[src/logic/kbl_defines.svh]
// keypad interrupt latch: offsets, field positions, reset values, fixed addresses
// assumes inclusion by bare name from any design file
`ifndef KBL_DEFINES_SVH
`define KBL_DEFINES_SVH

// ****************************************
// register byte offsets on the apb
// ****************************************
`define KBL_OFS_SCR 8'h00
`define KBL_OFS_EN 8'h04
`define KBL_OFS_PA_DAT 8'h08
`define KBL_OFS_PA_DIR 8'h0C
`define KBL_OFS_PD_DAT 8'h10
`define KBL_OFS_PD_DIR 8'h14

// ****************************************
// status/control field positions
// ****************************************
`define KBL_SCR_FLAG 3
`define KBL_SCR_ACK 2
`define KBL_SCR_MASK 1
`define KBL_SCR_MODE 0

// ****************************************
// reset values and constants
// ****************************************
`define KBL_RST_BYTE 8'h00
`define KBL_RST_WORD 32'h0000_0000
`define KBL_PIN_IDLE 8'hFF
`define KBL_VEC_HI_ADDR 16'hFFDE
`define KBL_VEC_LO_ADDR 16'hFFDF

`endif

[src/logic/kbl_pkg.sv]
// keypad interrupt latch: shared types and pin-map functions
// assumes kbl_defines.svh is on the include path
package kbl_pkg;
    typedef logic [7:0] kbl_byte_t;
    typedef enum logic {KBL_EDGE_ONLY, KBL_EDGE_LEVEL} kbl_trig_e;

    // keypad inputs 0..3 sit on port a bits 0..3
    function automatic kbl_byte_t kbl_a_mask(input kbl_byte_t en);
        kbl_a_mask = {4'h0, en[3:0]};
    endfunction

    // keypad inputs 4..7 sit on port d bits 4..7
    function automatic kbl_byte_t kbl_d_mask(input kbl_byte_t en);
        kbl_d_mask = {en[7:4], 4'h0};
    endfunction
endpackage

[src/logic/kbl_port_if.sv]
// keypad interrupt latch: carrier between control core and pad logic
// assumes one clock domain; the pad side owns the pin flops
`timescale 1ns/1ns
interface kbl_port_if;
    import kbl_pkg::*;
    kbl_byte_t enable;
    kbl_byte_t dat_a;
    kbl_byte_t dir_a;
    kbl_byte_t dat_d;
    kbl_byte_t dir_d;
    kbl_byte_t a_out;
    kbl_byte_t a_oe;
    kbl_byte_t a_pullup;
    kbl_byte_t d_out;
    kbl_byte_t d_oe;
    kbl_byte_t d_pullup;
    modport ctl(output enable, dat_a, dir_a, dat_d, dir_d,
                input a_out, a_oe, a_pullup, d_out, d_oe, d_pullup);
    modport pad(input enable, dat_a, dir_a, dat_d, dir_d,
                output a_out, a_oe, a_pullup, d_out, d_oe, d_pullup);
endinterface

[src/logic/kbl_port.sv]
// keypad interrupt latch: port a/d pad control, pull-ups and direction override
// assumes the pad wires out/oe themselves; pull-up resistors sit in the pad
`timescale 1ns/1ns
`include "kbl_defines.svh"
module kbl_port import kbl_pkg::*; (
    input wire logic i_clk,
    input wire logic i_rst_n,
    kbl_port_if.pad port
);
    kbl_byte_t a_key;
    kbl_byte_t d_key;

    assign a_key = kbl_a_mask(port.enable);
    assign d_key = kbl_d_mask(port.enable);

    always_ff @(posedge i_clk or negedge i_rst_n) begin
        if (!i_rst_n) begin
            port.a_out <= `KBL_RST_BYTE;
            port.d_out <= `KBL_RST_BYTE;
        end else begin
            port.a_out <= port.dat_a;
            port.d_out <= port.dat_d;
        end
    end

    always_ff @(posedge i_clk or negedge i_rst_n) begin
        if (!i_rst_n) begin
            port.a_oe <= `KBL_RST_BYTE;
            port.d_oe <= `KBL_RST_BYTE;
        end else begin
            port.a_oe <= port.dir_a & ~a_key;
            port.d_oe <= port.dir_d & ~d_key;
        end
    end

    always_ff @(posedge i_clk or negedge i_rst_n) begin
        if (!i_rst_n) begin
            port.a_pullup <= `KBL_RST_BYTE;
            port.d_pullup <= `KBL_RST_BYTE;
        end else begin
            port.a_pullup <= a_key;
            port.d_pullup <= d_key;
        end
    end
endmodule

[src/logic/kbl_sync.sv]
// keypad interrupt latch: two-flop synchroniser for the pin levels
// assumes pins idle high, so flops reset to ones
`timescale 1ns/1ns
`include "kbl_defines.svh"
module kbl_sync import kbl_pkg::*; (
    input wire logic i_clk,
    input wire logic i_rst_n,
    input wire kbl_byte_t i_d,
    output kbl_byte_t o_q
);
    kbl_byte_t meta;

    always_ff @(posedge i_clk or negedge i_rst_n) begin
        if (!i_rst_n) begin
            meta <= `KBL_PIN_IDLE;
            o_q <= `KBL_PIN_IDLE;
        end else begin
            meta <= i_d;
            o_q <= meta;
        end
    end
endmodule

[src/logic/kbl_top.sv]
// keypad interrupt latch: apb registers, request latch, mask and pin control
// assumes an apb master on i_clk and a cpu that pulses i_vector_fetch
`timescale 1ns/1ns
`include "kbl_defines.svh"
module kbl_top import kbl_pkg::*; (
    input wire logic i_clk,
    input wire logic i_rst_n,
    input wire logic i_psel,
    input wire logic i_penable,
    input wire logic i_pwrite,
    input wire logic [7:0] i_paddr,
    input wire logic [31:0] i_pwdata,
    output logic [31:0] o_prdata,
    output logic o_pready,
    output logic o_pslverr,
    input wire kbl_byte_t i_port_a_pins,
    output kbl_byte_t o_port_a_pins,
    output kbl_byte_t o_port_a_oe,
    output kbl_byte_t o_port_a_pullup,
    input wire kbl_byte_t i_port_d_pins,
    output kbl_byte_t o_port_d_pins,
    output kbl_byte_t o_port_d_oe,
    output kbl_byte_t o_port_d_pullup,
    input wire logic i_vector_fetch,
    input wire logic i_break_state,
    input wire logic i_break_clear_enable,
    output logic o_irq_req,
    output logic o_wake_req,
    output logic [15:0] o_vector_addr
);
    // ****************************************
    // reset release
    // ****************************************
    logic rst_meta_n;
    logic rst_n;

    always_ff @(posedge i_clk or negedge i_rst_n) begin
        if (!i_rst_n) begin
            rst_meta_n <= 1'b0;
            rst_n <= 1'b0;
        end else begin
            rst_meta_n <= 1'b1;
            rst_n <= rst_meta_n;
        end
    end

    // ****************************************
    // pins and pad logic
    // ****************************************
    kbl_port_if port ();
    kbl_byte_t pa_sync;
    kbl_byte_t pd_sync;
    kbl_byte_t keypad_input_enable;
    kbl_byte_t dat_a;
    kbl_byte_t dir_a;
    kbl_byte_t dat_d;
    kbl_byte_t dir_d;

    kbl_sync u_sync_a (.i_clk(i_clk), .i_rst_n(rst_n), .i_d(i_port_a_pins), .o_q(pa_sync));
    kbl_sync u_sync_d (.i_clk(i_clk), .i_rst_n(rst_n), .i_d(i_port_d_pins), .o_q(pd_sync));
    kbl_port u_port (.i_clk(i_clk), .i_rst_n(rst_n), .port(port.pad));

    assign port.enable = keypad_input_enable;
    assign port.dat_a = dat_a;
    assign port.dir_a = dir_a;
    assign port.dat_d = dat_d;
    assign port.dir_d = dir_d;
    assign o_port_a_pins = port.a_out;
    assign o_port_a_oe = port.a_oe;
    assign o_port_a_pullup = port.a_pullup;
    assign o_port_d_pins = port.d_out;
    assign o_port_d_oe = port.d_oe;
    assign o_port_d_pullup = port.d_pullup;

    // ****************************************
    // apb slave
    // ****************************************
    logic apb_take;
    logic wr_en;
    logic mapped;
    logic [31:0] rd_word;
    logic keypad_mask_bit;
    kbl_trig_e keypad_sensitivity_bit;
    logic keypad_pending_flag;

    assign apb_take = i_psel & i_penable & ~o_pready;
    assign wr_en = i_psel & i_penable & o_pready & i_pwrite;

    always_comb begin
        rd_word = `KBL_RST_WORD;
        mapped = 1'b1;
        unique case (i_paddr)
            // flag ignores mask; ack reads zero
            `KBL_OFS_SCR: begin
                rd_word[`KBL_SCR_FLAG] = keypad_pending_flag;
                rd_word[`KBL_SCR_MASK] = keypad_mask_bit;
                rd_word[`KBL_SCR_MODE] = (keypad_sensitivity_bit == KBL_EDGE_LEVEL);
            end
            `KBL_OFS_EN: rd_word[7:0] = keypad_input_enable;
            // pin level only with direction zero
            `KBL_OFS_PA_DAT: rd_word[7:0] = (dir_a & dat_a) | (~dir_a & pa_sync);
            `KBL_OFS_PA_DIR: rd_word[7:0] = dir_a;
            `KBL_OFS_PD_DAT: rd_word[7:0] = (dir_d & dat_d) | (~dir_d & pd_sync);
            `KBL_OFS_PD_DIR: rd_word[7:0] = dir_d;
            default: mapped = 1'b0;
        endcase
    end

    // answer one cycle into the access phase, so every transfer takes three cycles
    always_ff @(posedge i_clk or negedge rst_n) begin
        if (!rst_n) begin
            o_pready <= 1'b0;
            o_pslverr <= 1'b0;
            o_prdata <= `KBL_RST_WORD;
        end else begin
            o_pready <= apb_take;
            o_pslverr <= apb_take & ~mapped;
            if (apb_take && !i_pwrite) begin
                o_prdata <= rd_word;
            end
        end
    end

    always_ff @(posedge i_clk or negedge rst_n) begin
        if (!rst_n) begin
            keypad_input_enable <= `KBL_RST_BYTE;
        end else if (wr_en && i_paddr == `KBL_OFS_EN) begin
            keypad_input_enable <= i_pwdata[7:0];
        end
    end

    always_ff @(posedge i_clk or negedge rst_n) begin
        if (!rst_n) begin
            dat_a <= `KBL_RST_BYTE;
            dir_a <= `KBL_RST_BYTE;
            dat_d <= `KBL_RST_BYTE;
            dir_d <= `KBL_RST_BYTE;
        end else if (wr_en) begin
            if (i_paddr == `KBL_OFS_PA_DAT) dat_a <= i_pwdata[7:0];
            if (i_paddr == `KBL_OFS_PA_DIR) dir_a <= i_pwdata[7:0];
            if (i_paddr == `KBL_OFS_PD_DAT) dat_d <= i_pwdata[7:0];
            if (i_paddr == `KBL_OFS_PD_DIR) dir_d <= i_pwdata[7:0];
        end
    end

    always_ff @(posedge i_clk or negedge rst_n) begin
        if (!rst_n) begin
            keypad_mask_bit <= 1'b0;
            keypad_sensitivity_bit <= KBL_EDGE_ONLY;
        end else if (wr_en && i_paddr == `KBL_OFS_SCR) begin
            keypad_mask_bit <= i_pwdata[`KBL_SCR_MASK];
            keypad_sensitivity_bit <= i_pwdata[`KBL_SCR_MODE] ? KBL_EDGE_LEVEL : KBL_EDGE_ONLY;
        end
    end

    // ****************************************
    // request latch
    // ****************************************
    kbl_byte_t keypad_input;
    logic all_high;
    logic prev_all_high;
    logic fall;
    logic sw_ack;
    logic ack;
    logic ack_seen;
    logic clear;

    assign keypad_input = kbl_a_mask(pa_sync) | kbl_d_mask(pd_sync);
    assign all_high = &(keypad_input | ~keypad_input_enable);
    // first fall after all high; none while one is low
    assign fall = prev_all_high & ~all_high;
    // write-one ack; blocked in break without clear enable
    assign sw_ack = wr_en && i_paddr == `KBL_OFS_SCR && i_pwdata[`KBL_SCR_ACK]
                    && (!i_break_state || i_break_clear_enable);
    assign ack = i_vector_fetch | sw_ack;
    // ack and all-high in any order; edge mode clears at once
    assign clear = (keypad_sensitivity_bit == KBL_EDGE_LEVEL) ? ((ack | ack_seen) & all_high) : ack;

    always_ff @(posedge i_clk or negedge rst_n) begin
        if (!rst_n) begin
            prev_all_high <= 1'b1;
        end else begin
            prev_all_high <= all_high;
        end
    end

    // new fall wins over ack; level mode holds while low
    always_ff @(posedge i_clk or negedge rst_n) begin
        if (!rst_n) begin
            keypad_pending_flag <= 1'b0;
        end else begin
            keypad_pending_flag <= fall | (keypad_pending_flag & ~clear);
        end
    end

    always_ff @(posedge i_clk or negedge rst_n) begin
        if (!rst_n) begin
            ack_seen <= 1'b0;
        end else if (fall || clear) begin
            ack_seen <= 1'b0;
        end else if (ack && keypad_pending_flag) begin
            ack_seen <= 1'b1;
        end
    end

    // mask gate; wake from wait or stop; vector
    always_ff @(posedge i_clk or negedge rst_n) begin
        if (!rst_n) begin
            o_irq_req <= 1'b0;
            o_wake_req <= 1'b0;
            o_vector_addr <= `KBL_VEC_HI_ADDR;
        end else begin
            o_irq_req <= keypad_pending_flag & ~keypad_mask_bit;
            o_wake_req <= keypad_pending_flag & ~keypad_mask_bit;
            o_vector_addr <= `KBL_VEC_HI_ADDR;
        end
    end
endmodule

[config.mk]
export PLATFORM = sky130hd
export DESIGN_NAME = kbl_top
export DESIGN_NICKNAME = d
export VERILOG_FILES = /design/src/logic/kbl_pkg.sv /design/src/logic/kbl_port_if.sv /design/src/logic/kbl_port.sv /design/src/logic/kbl_sync.sv /design/src/logic/kbl_top.sv
export VERILOG_INCLUDE_DIRS = /design/src /design/src/logic
export SDC_FILE = /design/constraint.sdc
export NUM_CORES = 1
export LEC_CHECK = 0
export ABC_AREA = 0
export BUFFER_PORTS_ARGS = -buffer_cell sky130_fd_sc_hd__buf_4
export CORE_MARGIN = 3
export CORE_UTILIZATION = 37
export CTS_CLUSTER_DIAMETER = 40
export DETAILED_ROUTE_END_ITERATION = 16
export GPL_TIMING_DRIVEN = 0
export PLACE_DENSITY = 0.64
export SYNTH_ARGS = -nofsm -noshare
export SYNTH_HDL_FRONTEND = slang
export SYNTH_SLANG_ARGS = --single-unit
[constraint.sdc]
create_clock -name i_clk -period 7.67 [get_ports i_clk]
set_clock_uncertainty 0.2 [all_clocks]
set_input_delay 0.767 -clock i_clk [delete_from_list [all_inputs] [get_ports i_clk]]
set_output_delay 0.767 -clock i_clk [all_outputs]
set_load 0.01 [all_outputs]
[Word level (Yosys, flattened, before mapping)]
Cells that the tools add are included.
Widths: inputs -> output; s select.
Storage, ports and cells
  input port bits: 64
  bits in registers: 130
  output and inout bits: 100
Operators by class
  muxes and demuxes: 9
  bitwise logic cells: 32
  eq/ne operators: 5
  reduce and logical (&&, ||, !) cells: 18
Operators with widths (number)
  $and 8x8->8: 6
  $not 8->8: 4
  $or 8x8->8: 3
  $pmux 4 s5: 1
  $eq 8x4->1 const B: 2
  $eq 8x5->1 const B: 2
  $pmux 2 s6: 1
  $and 1x1->1: 9
  $eq 8x3->1 const B: 1
  $logic_not 8->1: 1
  $not 4->8: 1
  $or 4x8->8: 1
  $reduce_and 2->1: 4
  $reduce_and 8->1: 1
  $logic_and 1x1->1: 6
  $pmux 1 s6: 1
  $reduce_or 6->1: 1
  $mux 1: 5
  $not 1->1: 5
  $pmux 1 s5: 1
  $or 1x1->1: 3
  $logic_not 1->1: 2
  $logic_or 1x1->1: 2
  $reduce_bool 2->1: 1

[Logic depth before layout (Yosys ltp)]
  depth after elaboration: 13
  mapped depth: 7
  mapped depth without buffers: 6

[Hierarchy]
A second synthesis with hierarchy kept.
Second synthesis, totals
  cell total of the unflattened synthesis: 398
  area total of the unflattened synthesis: 5116.2 µm²
Modules (own cells, without submodules)
  kbl_top: instances 1, seq. area each 1452.6 µm², cells each 309, area each 3100.5 µm²
  kbl_port: instances 1, seq. area each 1001.0 µm², cells each 57, area each 1174.9 µm²
  kbl_sync: instances 2, seq. area each 420.4 µm², cells each 16, area each 420.4 µm²

[Worst setup path after synthesis]
Ideal clock, no wire load.
  path type: in2reg
  start point: input i_paddr[4]
  end point: register ack_seen
  slack: 5.121 ns
  required time: 7.339 ns
  library setup time: 0.131 ns
  buffers on the path: 0
  stages: 5
  data arrival time: 2.218 ns
  path through: or4_4 > nor4_4 > a31o_2 > a2111oi_0 > or3_1
Between the ends
  longest elaborated chain between the ends: 10
  elaborated cells between the ends (all ways): 12
  classes of those cells: 2 x mux; 3 x bitwise; 7 x reduce/logical
Ends and longest elaborated chain
  start, declared: RTL line kbl_top.sv:11  | input wire logic [7:0] i_paddr,
  $logic_not 8->1 (*)
  $logic_and 1x1->1 (no source line) (*)
  $logic_and 1x1->1 (*) (2 in series): RTL line kbl_top.sv:173  | assign sw_ack = wr_en && i_paddr == `KBL_OFS_SCR && i_pwdata[`KBL_SCR_ACK]
  $or 1x1->1 (*): RTL line kbl_top.sv:175  | assign ack = i_vector_fetch | sw_ack;
  $or 1x1->1: RTL line kbl_top.sv:177  | assign clear = (keypad_sensitivity_bit == KBL_EDGE_LEVEL) ? ((ack | ack_seen) & all_high) : ack;
  $and 1x1->1: RTL line kbl_top.sv:177
  $mux 1: RTL line kbl_top.sv:177
  $logic_or 1x1->1: RTL line kbl_top.sv:199  | end else if (fall || clear) begin
  $mux 1 or $reduce_bool 2->1 (tied branches)
  end signal, assigned: RTL line kbl_top.sv:198  | ack_seen <= 1'b0;
  end signal, assigned: RTL line kbl_top.sv:200  | ack_seen <= 1'b0;
  end signal, assigned: RTL line kbl_top.sv:202  | ack_seen <= 1'b1;
  end, declared: RTL line kbl_top.sv:165  | logic ack_seen;
Every way passes the cells marked *; elsewhere a longest branch is shown, timed or not.
A chain may end at the register's enable or synchronous reset.

[Worst setup path in the final report]
  start point: input i_paddr[5]
  end point: register dat_a[5]
Between the ends
  longest elaborated chain between the ends: 2
Ends and longest elaborated chain
  $eq 8x4->1
  $reduce_and 2->1 (no source line)
  end signal, assigned: RTL line kbl_top.sv:134  | dat_a <= `KBL_RST_BYTE;
  end signal, assigned: RTL line kbl_top.sv:139  | if (i_paddr == `KBL_OFS_PA_DAT) dat_a <= i_pwdata[7:0];
  end, declared: RTL line kbl_top.sv:54  | kbl_byte_t dat_a;
No other way between the ends.

==> run summary <==
CP Data Arrival Time = 3.12 ns
Drt wl/cell = 15.71 um
Critical Path End Type = flip-flop
Final instance area = 6703 um2
Setup CP Type = in2reg
Worst path max stage delay = 0.63 ns
Hold path endpoint = u_sync_a.o_q[5]
CP max stage cell = nand3_1
Root Buffer = clkbuf_16
First-pass GRT wire length = 17,730 um
Placed Instance Area = 6182 um2
Max_cap viols = 0
Crit path cell chain = buf_4 -> nor3_1 -> nand2_1 -> nor2_1 -> nand3_1 -> mux2_2
Area growth from synthesis to layout = 31.98%
Finished Core Util = 0.5022
Clk Latency, worst-skew pair = 0.41 ns
Max_slew headroom = 0.3526
Vias in the first global route = 3,306
Chip Width = 123.2 um
Vias/cell = 4.561
Layout Nets = 604
Starting density of the core = 0.3805
CP required = 7.75 ns
CTS tree = built
DR vias = 3,325
Die area = 15,170 um2
Clk buf depth = 2
Place WS = 4.275 ns
Ant diodes = 0
Startpoint types = input port
Final ANT Viol Nets = 0
Post-synthesis instance total = 382
Worst reg2reg path startpoint = o_pready
Num CTS Buffers = 17
Lkg Pwr = 3.357 nW
FMAX = 329.3 MHz
Port Buf Inserts = 90
Worst-margin pin slew = 0.9658 ns
Post-synthesis register bit count = 130
Period utilisation layout = 0.3959
Layout cell share with drive strength beyond 1 = 0.4539
Core box area = 13,350 um2
Synth warnings = 0
Initial DRC Count = 188
Worst setup margin = 4.633 ns
Max FO, Critical Path = 8
Slew Limit Fails = 0
FILL cells = 1,217
Post-route setup TNS = 0 ns
Initial antenna violation count = 0
Sequential share of the synthesized area = 0.6487
Worst r2r dst = dir_d[0]
Status = finished clean
Largest net degree at the start of global routing = 66
IR drop worst, VDD = 0.0001006 V
Global Route Usage Sum = 0.1586
Min-delay src = u_sync_a.meta[5]
Cell Count Post-Placement = 696
Final hold viol count = 0
Hold/Removal Path Class = reg2reg
Post-DP HPWL = 8095 um
H-tree depth = 4
Synth unique cells = 42
Remaining DRCs = 0
Final critical-path required period = 3.037 ns
Congestion Overflow GR = 0
R2r setup slk = 5.14 ns
GP Congestion = 0.8312
Final Non-Filler Cells = 729
Hold WS = 0.1534 ns
DRT Wirelength = 11,450 um
Mean Syn Cell Area = 13.29 um2
Row count = 42
Cell Pwr Density = 227.0 nW/um2
Setup violations, final = 0
Num ports = 164
RSZ-0062 raised after global routing = false
CTS clk-pin slew, worst paths = 0.05 ns
# clock sinks = 130
DR pass1 iterations = 4
Die Span Y = 123.2 um
R2R depth = 4
Tot Pwr = 1.521 mW
Synthesized area = 5079 um2
Hold path depth = 0
==> registers in the layout, summed over array words and instances, names as in the netlist, 8 cells and up <==
register	count
dat_a	8
dat_d	8
dir_a	8
dir_d	8
keypad_input_enable	8
o_prdata	8
u_port.port.a_oe	8
u_port.port.a_out	8
u_port.port.d_oe	8
u_port.port.d_out	8
u_sync_a.meta	8
u_sync_a.o_q	8
u_sync_d.meta	8
u_sync_d.o_q	8
==> critical path, delay by kind of cell <==
family / cells / cell delay (ns)
buf+inv: 1 / 0.11
mux: 1 / 0.48
simple gates: 4 / 1.76
==> Yosys cell counts, drive strengths merged <==
cell,number,area [um2]
nand3b,3,22.52
clkbuf,5,18.77
mux2,42,473.0
a311oi,1,8.760
or4,2,18.77
conb,2,7.510
nand3,3,15.01
nor3,3,20.02
or2,1,6.260
a2bb2oi,2,17.52
mux2i,5,50.05
dfstp,33,867.1
nor4,1,21.27
inv,15,56.30
o22ai,9,56.30
a2111oi,1,8.760
and2,2,12.51
a21oi,14,70.07
buf,52,381.6
o21ai,11,55.05
nor2b,11,68.82
a31o,1,8.760
nand2b,3,18.77
nor4b,3,41.29
nand2,11,41.29
a211oi,1,7.510
nand4,2,12.51
a22oi,5,37.54
or3,3,18.77
nor3b,1,7.510
dfrtp,97,2427
o211ai,1,7.510
o21a,5,37.54
a22o,6,52.55
a31oi,4,25.02
nor2,21,78.83
==> how the worst max path moves through the flow <==
stage                from              endpoint  slack [ns]  cells past startpoint
6_report       i_paddr[5]              dat_a[5]        4.63                      6
3_5_place_dp   i_paddr[5]              dat_a[5]        4.27                      6
2_1_floorplan       rst_n              ack_seen        3.64                      0
5_1_grt        i_paddr[5]              dat_a[1]        4.57                      6
4_1_cts        i_paddr[5]              dat_a[5]        4.72                      6
3_3_place_gp        rst_n  u_port.port.d_out[0]        2.40                      0
==> cells by family (layout without fill, tap and decap cells) <==
| group | after synthesis | in the layout | synth area share |
|---|---|---|---|
| muxes | 47 | 47 | 0.1030 |
| other | 2 | 49 | 0.001479 |
| and+or+nand+nor | 70 | 70 | 0.07958 |
| buffers and inverters | 72 | 196 | 0.08992 |
| AOI/OAI and AO/OA | 61 | 61 | 0.07736 |
| DFF | 130 | 130 | 0.6487 |
==> layer usage <==
metal / part of all wire / global-route usage / vias up
met1: 0.45 / 0.2180 / 1654
met4: 0.013 / 0.06298 / 0
li1: - / - / 1537
met3: 0.065 / 0.04712 / 16
met2: 0.47 / 0.2365 / 118
met5: 0 / 0 / -
==> cell usage in the layout (no fill, tap or decap), types with 3 or more instances in the layout <==
master	count
a21oi_1	14
a22o_1	6
a22oi_1	5
a31oi_1	4
buf_4	139
clkbuf_1	11
clkbuf_16	17
clkinv_2	7
conb_1	49
dfrtp_1	96
dfstp_2	33
inv_1	14
mux2_2	42
mux2i_1	5
nand2_1	11
nand2b_1	3
nand3_1	3
nand3b_1	3
nor2_1	21
nor2b_1	11
o21a_1	5
o21ai_0	11
o22ai_1	9
or3_1	3
==> cell type report <==
type	instances	area, um2	share of cell area
repair buffers	92	713.2	0.1064
multi-input cells	227	1504	0.2244
flip-flops and latches	130	3298	0.4921
clock inverters	7	35.03	0.005227
plain buffers	57	400.4	0.05973
clock buffers	25	475.5	0.07094
well taps	176	220.2	0.03285
inverters	15	56.30	0.008400
==> repair_timing <==
action,4_1_cts,5_1_grt
hold buffers,1,0
gates resized for setup,0,0
buffers inserted,0,0
hold endpoints to repair,2,0
==> power by group <==
part | leakage, nW | switching (mW) | internal (mW)
clock network | 0.258 | 0.265 | 0.425
registers | 1.68 | 0.0154 | 0.711
logic | 1.42 | 0.0538 | 0.0509
total | 3.36 | 0.334 | 1.19
(Power assumes the default switching activity.)
